## src/design/dcti_pkg.sv

```systemverilog
// package of constants and carrier types for the torque interlock
package dcti_pkg;

  // ****************************************
  // self-check timing
  // ****************************************
  localparam int unsigned CLK_PERIOD_NS = 100;
  localparam int unsigned SELFCHECK_TIME_NS = 2000;
  localparam int unsigned SELFCHECK_CYCLES =
    (SELFCHECK_TIME_NS + CLK_PERIOD_NS - 1) / CLK_PERIOD_NS;
  localparam int unsigned SELFCHECK_CNT_W = 8;
  localparam logic [7:0] CNT_RESET = 8'h00;

  // ****************************************
  // carrier types
  // ****************************************
  // raw safety pair as seen at the pins
  typedef struct packed {
    logic in_a;
    logic in_b;
  } dcti_pair_t;

  // drive permission towards the power stage
  typedef struct packed {
    logic bridge_enable;
    logic terminals_float;
  } dcti_drive_t;

  typedef enum logic [1:0] {
    DCTI_BLOCKED,
    DCTI_CHECKING,
    DCTI_RUN
  } dcti_state_t;

endpackage

```

## src/design/dcti_interlock.sv

```systemverilog
// dual channel torque interlock: sync, self-check and power stage gating
`timescale 1ns/1ps
`default_nettype none

// Functional notes
// - enabled interlock takes general inputs three, four
// - drive only while both inputs high
// - self-check at power-on and each rise-to-both-high
// - outputs off until self-check passes
// - any low input disables outputs at once
// - single high input disables and flags fault
// - interlock off by default, strap turns on
// - only the motor drive is withheld
// - tripped outputs float the motor terminals
module dcti_interlock #(
  parameter int unsigned CHECK_CYCLES = dcti_pkg::SELFCHECK_CYCLES
) (
  input wire logic mclk_i,
  input wire logic reset_n_i,
  input wire logic interlock_strap_i,
  input wire dcti_pkg::dcti_pair_t general_pins_i,
  input wire logic selfcheck_ok_i,
  input wire logic motor_cmd_enable_i,
  output logic selfcheck_pulse_o,
  output logic [1:0] general_inputs_o,
  output dcti_pkg::dcti_drive_t drive_o,
  output logic fault_o,
  output logic comms_enable_o,
  output logic interlock_active_o
);
  import dcti_pkg::*;

  // ****************************************
  // input synchronisers
  // ****************************************
  dcti_pair_t meta_q;
  dcti_pair_t sync_q;
  logic strap_meta_q;
  logic strap_q;

  // two flops per input; first stage read only by the second
  always_ff @(posedge mclk_i) begin
    if (!reset_n_i) begin
      meta_q <= '0;
      sync_q <= '0;
      strap_meta_q <= 1'b0;
      strap_q <= 1'b0;
    end else begin
      meta_q <= general_pins_i;
      sync_q <= meta_q;
      strap_meta_q <= interlock_strap_i;
      strap_q <= strap_meta_q;
    end
  end

  // ****************************************
  // decode of the safety pair
  // ****************************************
  wire logic both_high;
  wire logic mismatch;
  wire logic active;
  logic both_high_q;
  logic powered_q;
  wire logic rise_both;

  assign active = strap_q;
  assign both_high = sync_q.in_a & sync_q.in_b;
  assign mismatch = sync_q.in_a ^ sync_q.in_b;
  // a rise is only counted once the first sample pair is valid
  assign rise_both = both_high & ~both_high_q & powered_q;

  // pins serve as general inputs only while the interlock is off
  assign general_inputs_o = active ? 2'b00 :
                            {sync_q.in_b, sync_q.in_a};
  assign interlock_active_o = active;
  assign comms_enable_o = 1'b1;

  // ****************************************
  // self-check sequencer
  // ****************************************
  dcti_state_t state_q;
  dcti_state_t state_d;
  logic [SELFCHECK_CNT_W-1:0] cnt_q;
  logic [SELFCHECK_CNT_W-1:0] cnt_d;
  logic passed_q;
  logic passed_d;
  wire logic cnt_done;

  // last check cycle; the counter starts from zero on entry
  assign cnt_done = cnt_q == SELFCHECK_CNT_W'(CHECK_CYCLES - 1);

  // next state: check on power-on and each entry to both high
  always_comb begin
    state_d = state_q;
    cnt_d = cnt_q;
    passed_d = passed_q;
    case (state_q)
      DCTI_BLOCKED: begin
        cnt_d = CNT_RESET;
        if (powered_q && (!passed_q || rise_both)) begin
          state_d = DCTI_CHECKING;
        end
      end
      DCTI_CHECKING: begin
        cnt_d = cnt_q + 8'h01;
        if (cnt_done) begin
          passed_d = selfcheck_ok_i;
          state_d = (selfcheck_ok_i && both_high) ? DCTI_RUN :
                    DCTI_BLOCKED;
          cnt_d = CNT_RESET;
        end
      end
      DCTI_RUN: begin
        if (!both_high) begin
          state_d = DCTI_BLOCKED;
        end
      end
      default: begin
        state_d = DCTI_BLOCKED;
        cnt_d = CNT_RESET;
      end
    endcase
  end

  // sequencer registers
  always_ff @(posedge mclk_i) begin
    if (!reset_n_i) begin
      state_q <= DCTI_BLOCKED;
      cnt_q <= CNT_RESET;
      passed_q <= 1'b0;
      both_high_q <= 1'b0;
      powered_q <= 1'b0;
    end else begin
      state_q <= state_d;
      cnt_q <= cnt_d;
      passed_q <= passed_d;
      both_high_q <= both_high;
      powered_q <= 1'b1;
    end
  end

  // test stimulus into the interlock path while checking
  assign selfcheck_pulse_o = state_q == DCTI_CHECKING;

  // ****************************************
  // power stage gating
  // ****************************************
  wire logic allow;
  logic en_q;
  logic fault_q;

  // combinational cut on a low input, so no extra cycle of torque
  assign allow = ~active |
                 (both_high & state_q == DCTI_RUN & passed_q);
  assign drive_o.bridge_enable = en_q & allow & motor_cmd_enable_i;
  // no braking: low and high sides both released together
  assign drive_o.terminals_float = ~drive_o.bridge_enable;
  assign fault_o = fault_q;

  // registered enable and fault flag
  always_ff @(posedge mclk_i) begin
    if (!reset_n_i) begin
      en_q <= 1'b0;
      fault_q <= 1'b0;
    end else begin
      en_q <= allow;
      fault_q <= active & mismatch;
    end
  end

  // ****************************************
  // checks
  // ****************************************
  property p_low_blocks;
    @(posedge mclk_i) disable iff (!reset_n_i)
      (active && !both_high) |-> !drive_o.bridge_enable;
  endproperty
  a_low_blocks: assert property (p_low_blocks)
    else $error("drive enabled with a safety input low");

  property p_fault_flag;
    @(posedge mclk_i) disable iff (!reset_n_i)
      (active && mismatch) |=> fault_o;
  endproperty
  a_fault_flag: assert property (p_fault_flag)
    else $error("mismatch not reported as fault");

  property p_no_fault_both_low;
    @(posedge mclk_i) disable iff (!reset_n_i)
      (sync_q == 2'b00) |=> !fault_o;
  endproperty
  a_no_fault_both_low: assert property (p_no_fault_both_low)
    else $error("fault raised with both inputs low");

  property p_check_on_rise;
    @(posedge mclk_i) disable iff (!reset_n_i)
      (active && rise_both && state_q != DCTI_CHECKING)
        |=> selfcheck_pulse_o;
  endproperty
  a_check_on_rise: assert property (p_check_on_rise)
    else $error("no self-check after entry to both high");

  property p_no_run_unchecked;
    @(posedge mclk_i) disable iff (!reset_n_i)
      (active && !passed_q) |-> !drive_o.bridge_enable;
  endproperty
  a_no_run_unchecked: assert property (p_no_run_unchecked)
    else $error("drive enabled before self-check passed");

  property p_float;
    @(posedge mclk_i) disable iff (!reset_n_i)
      (active && (!both_high || state_q != DCTI_RUN))
        |-> drive_o.terminals_float;
  endproperty
  a_float: assert property (p_float)
    else $error("terminals not floating while blocked");

  property p_gen_inputs;
    @(posedge mclk_i) disable iff (!reset_n_i)
      active |-> general_inputs_o == 2'b00;
  endproperty
  a_gen_inputs: assert property (p_gen_inputs)
    else $error("general inputs visible while interlock active");

  property p_sync;
    @(posedge mclk_i) disable iff (!reset_n_i)
      $rose(general_pins_i.in_a) |-> ##1 !sync_q.in_a ##1 sync_q.in_a;
  endproperty
  a_sync: assert property (p_sync)
    else $error("synchroniser latency not two cycles");

  property p_comms;
    @(posedge mclk_i) disable iff (!reset_n_i) comms_enable_o;
  endproperty
  a_comms: assert property (p_comms)
    else $error("communication disabled by the interlock");

  property p_check_len;
    @(posedge mclk_i) disable iff (!reset_n_i)
      $rose(selfcheck_pulse_o) |-> selfcheck_pulse_o [*2];
  endproperty
  a_check_len: assert property (p_check_len)
    else $error("self-check shorter than two cycles");

  c_run: cover property (@(posedge mclk_i) state_q == DCTI_RUN);
  c_fault: cover property (@(posedge mclk_i) fault_o);
  c_trip: cover property (@(posedge mclk_i)
    state_q == DCTI_RUN ##1 state_q == DCTI_BLOCKED);
  c_recheck: cover property (@(posedge mclk_i) passed_q && rise_both);

endmodule

`default_nettype wire

```

## config.mk

```make
export PLATFORM = sky130hd
export DESIGN_NAME = dcti_interlock
export DESIGN_NICKNAME = d
export VERILOG_FILES = /design/src/design/dcti_pkg.sv /design/src/design/dcti_interlock.sv
export SDC_FILE = /design/constraint.sdc
export NUM_CORES = 1
export LEC_CHECK = 0
export BUFFER_PORTS_ARGS = -buffer_cell sky130_fd_sc_hd__buf_2
export CAP_MARGIN = 40
export CORE_ASPECT_RATIO = 1.1
export CORE_UTILIZATION = 48
export DETAILED_ROUTE_END_ITERATION = 10
export HOLD_SLACK_MARGIN = 0.06
export PLACE_DENSITY = 0.7
export SYNTH_ARGS = -nofsm -noshare
export SYNTH_HDL_FRONTEND = slang
export SYNTH_SLANG_ARGS = --single-unit
```

## constraint.sdc

```tcl
create_clock -name mclk_i -period 1.5 [get_ports mclk_i]
set_input_delay 0 -clock mclk_i [delete_from_list [all_inputs] [get_ports mclk_i]]
set_output_delay 0 -clock mclk_i [all_outputs]
set_load 0.1 [all_outputs]
```

# Yosys cells after proc, flatten, opt, wreduce, memory -nomap -nowiden
# Cells that the tools add are included.
dict set report word_totals {
  ff_bits 21
  inputBits 7
  word_cells 49
}
dict set report classes {
  addsub 1
  eq_ne 6
  muxes 9
  bitwise 13
  n_reduce_logical 7
}
# cell n
set ops {}
lappend ops {{one-hot mux 8 bit (2 select lines)} 1}
lappend ops {{two-way mux 2 bit} 5}
lappend ops {{adder 8 x 1 -> 8 bit (second input constant)} 1}
lappend ops {{bitwise AND 1 bit} 8}
lappend ops {{equality test 8 x 5 -> 1 bit (second input constant)} 1}
lappend ops {{two-way mux 8 bit} 1}
lappend ops {{one-hot mux 2 bit (3 select lines)} 1}
lappend ops {{!= test 2 bit (second input constant)} 2}
lappend ops {{inverter 1 bit} 3}
lappend ops {{AND reduction 3 bit} 1}
lappend ops {{equality test 2 x 1 -> 1 bit (second input constant)} 1}
lappend ops {{equality test 2 bit (second input constant)} 1}
lappend ops {{logical AND 1 bit} 2}
lappend ops {{zero test 2 bit} 1}
lappend ops {{!= test 2 x 1 -> 1 bit (second input constant)} 1}
lappend ops {{AND reduction 2 bit} 1}
lappend ops {{zero test 1 bit} 1}
lappend ops {{logical OR 1 bit} 1}
lappend ops {{two-way mux 1 bit} 1}
lappend ops {{bitwise OR 1 bit} 1}
lappend ops {{XOR 1 bit} 1}

# Longest topological paths before layout
dict set report logic_depth {
  ltp_word 7
  depth_mapped 6
}

# Worst setup path before layout
# OpenSTA, ideal clock, no wires.
dict set report synth_path {
  kind {reg-to-output}
  startpoint {register strap_q (netlist: interlock_active_o)}
  endpoint {output port drive_o[1] (netlist name)}
  arrival_time_ns 2.686
  t_required_ns 1.500
  setup_slack_ns -1.186
  path_stages_with_launch 4
  path_cell_list {dfxtp_1 -> o21ai_0 -> nand3_1 -> inv_1}
}
# element line
set synth_rtl {}
lappend synth_rtl {{from (decl)} dcti_interlock.sv:39} ;# logic strap_q;
lappend synth_rtl {{from (signal assigned)} dcti_interlock.sv:52} ;# strap_q <= strap_meta_q;
lappend synth_rtl {{to (decl)} dcti_interlock.sv:26} ;# output dcti_pkg::dcti_drive_t drive_o,

==> results.yml <==
status:
  outcome: "completed"
worst_setup_path:
  setup.worst_path.end_class: "output port"
  cp.required_ps: 1500
  start_kind: "flip-flop"
  worst-path-max-fanout: 2
  crit_arrival_ps: 1480
  cpMaxStageDelayCell: "dfxtp_4"
  crit_type: "reg2out"
  slowest_delay_ps: 360
  crit_chain: "or2b_4 > o21ai_1 > buf_4 > nand3_4 > clkinvlp_4 > buf_12"
die:
  die_area_um2: 2170
  die_w_um: 44.6
  die_h_um: 48.8
  initial_core_util_pct: 52.5
  fp-row-count: 16
  ioPinCount: 15
  core_um2: 1820
sta:
  max_freq_ghz: 0.676
  worst_slack_ps: 20.4
  hold_violations: 0
  setup_viol: 0
  rsz0062_at_grt: "true"
  tns_ps: 0
  finalCritPeriodShare_pct: 98.6
  slew_viol_final: 0
  fin_crit_ps: 1480
  clock-skew-final_ps: 1.60
routing:
  initialDrtViolationCount: 22
  wire_per_inst_um: 13.4
  wl_um: 2100
  vias: 804
  ant_nets: 0
  drt-pass1-iter-count: 4
  route.detailed.vias_per_inst: 5.15
  drc: 0
placed_design:
  dp.cells: 138
  dpl.hpwl_um: 1190
  dp_worst_setup_slack_ps: -0.455
  port_buffers: 13
  place.gp.congestion: 0.784
  place_area_um2: 1090
cells_and_area:
  final_area_um2: 1290
  syn_to_final_growth_pct: 35.5
  n_antenna_cell: 0
  final_cells: 156
  layout-drive-gt1-share_pct: 38.8
  nets: 139
global_routing:
  antenna_found_initial: 0
  grt_pass1_vias: 691
  gr-usage-all-layers_pct: 19.7
  grt_pass1_wl_um: 3150
  grt_max_degree: 24
  overflow: 0
job:
  max_cap_viol_count: 0
synthesis:
  synth_most_common_cell: "dfxtp_1"
  synth_commonest_cells: "dfxtp_1 (21), and2_1 (8), nor2b_1 (6)"
  synth.avg_cell_area_um2: 9.66
  syn-num-nets: 108
  synth_top_area_share_pct: 44.0
  synth_enable_flop_cells: 0
  ys.flop_type: "dfxtp_1"
  yosysTopAreaCell: "dfxtp_1"
  ys_ff_latch: 21
  ys_types: 34
  yosys_warnings: 0
  netlist_area_um2: 956
  ys_async_sr_fraction_pct: 0
  ys_seq_area_share_pct: 44.0
  synth_cells: 99
  synth_area_leaders: "dfxtp_1 (44%), and2_1 (5.2%), nor2b_1 (3.9%), and3_1 (3.3%), a21boi_0 (3.1%)"
cts:
  cts_made_buffers: 3
  tritoncts: "done"
  clk_pin_slew_ps: 110
  clkLatencyLatePin_ps: 300
  clockRootBuffer: "clkbuf_4"
  clock-sinks: 21
  htreeDepth: 1
  cts_max_path_buffers: 2
pwr:
  p_per_area_nw_per_um2: 858
  power_mw: 1.11
  peakVddDrop_v: 0.000558
  power.leakage_nw: 0.516
min_path:
  hold_class: "in2out"
-- metrics by stage --
stage	util (%)	hold WS, ps
after floorplan	-	27.7
after global placement	60.0	206
after detailed placement	60.0	214
after CTS	66.5	423
after global routing	71.1	430
final	71.1	417
-- routing by layer --
| metal | share of wire (%) | wire (µm) | up-vias | track usage, % |
|---|---|---|---|---|
| met1 | 44 | 933 | 370 | 27.7 |
| met2 | 51 | 1070 | 23 | 29.9 |
| li1 | - | - | 409 | - |
| met4 | 0.48 | 10 | 0 | 1.52 |
| met3 | 4.0 | 84 | 2 | 7.78 |
| met5 | 0 | 0 | - | 0 |
-- repair_timing --
action / 4_1_cts / 5_1_grt
setup buffers: 3 / 7
hold buffers: 5 / 0
endpoints found under the setup margin: 5 / 11
pin swaps: 2 / 2
endpoints found under the hold margin: 6 / 0
resized for setup: 10 / 9
-- cells in the final DEF (no fill, tap or decap), types with 2 or more instances in the layout --
cell type / instances
ha_4: 2
a211oi_1: 2
nor2b_1: 6
a21oi_1: 2
nand2_1: 4
dlygate4sd3_1: 5
clkbuf_4: 3
dfxtp_1: 14
a21boi_0: 4
dfxtp_2: 6
and2_1: 8
buf_2: 10
and3_4: 2
o211ai_1: 2
nand3b_1: 2
buf_4: 14
a22oi_1: 2
mux2i_1: 2
and3_1: 3
or3b_1: 2
clkinvlp_4: 2
nand4b_1: 2
nor2_1: 4
o21ai_0: 4
inv_1: 2
-- logic make-up (layout without fill, tap and decap cells) --
group,count (synthesis),in the layout,share of synthesized area (%)
AO/OA/AOI/OAI,21,21,15.6
adder cells (fa/ha/maj),2,2,2.62
buffers and inverters,8,38,4.32
flip-flops,21,21,44.0
multiplexers,2,2,2.09
other,1,1,0.392
AND/OR/NAND/NOR,44,44,31.0
-- power breakdown --
group | leakage, nW | internal, mW | switching, mW | total (mW)
clock network | 0.0177 | 0.0994 | 0.163 | 0.262
registers | 0.175 | 0.578 | 0.0115 | 0.590
logic | 0.323 | 0.0955 | 0.164 | 0.259
total | 0.516 | 0.773 | 0.338 | 1.11
-- state kept, by name, summed over array words and instances, names as in the netlist, 2 cells and up --
name	cells
cnt_q	8
meta_q	2
state_q	2
sync_q	2
-- layout make-up --
type	instances	area (µm²)
Multi-Input combinational cell	70	554
Inverter	4	22.5
Tap cell	27	33.8
Clock inverter	1	5.00
Fill cell	136	527
Sequential cell	21	432
Timing Repair Buffer	30	225
Clock buffer	3	22.5
-- worst paths after layout --
path	start	end	slack (ps)	cells past startpoint
min reg2reg	meta_q[1]	sync_q[1]	450	1
max	state_q[0]	drive_o[1]	20	6
min	motor_cmd_enable_i	drive_o[0]	420	3
max reg2reg	cnt_q[0]	cnt_q[1]	40	6
-- worst max-delay path: cells and delay by family, from the launching register on --
| family | cells | cell delay, ps |
|---|---|---|
| compound gates | 1 | 110 |
| buf+inv | 3 | 380 |
| flops | 1 | 360 |
| simple gates | 2 | 320 |
Power figures use the tool's default switching activity.
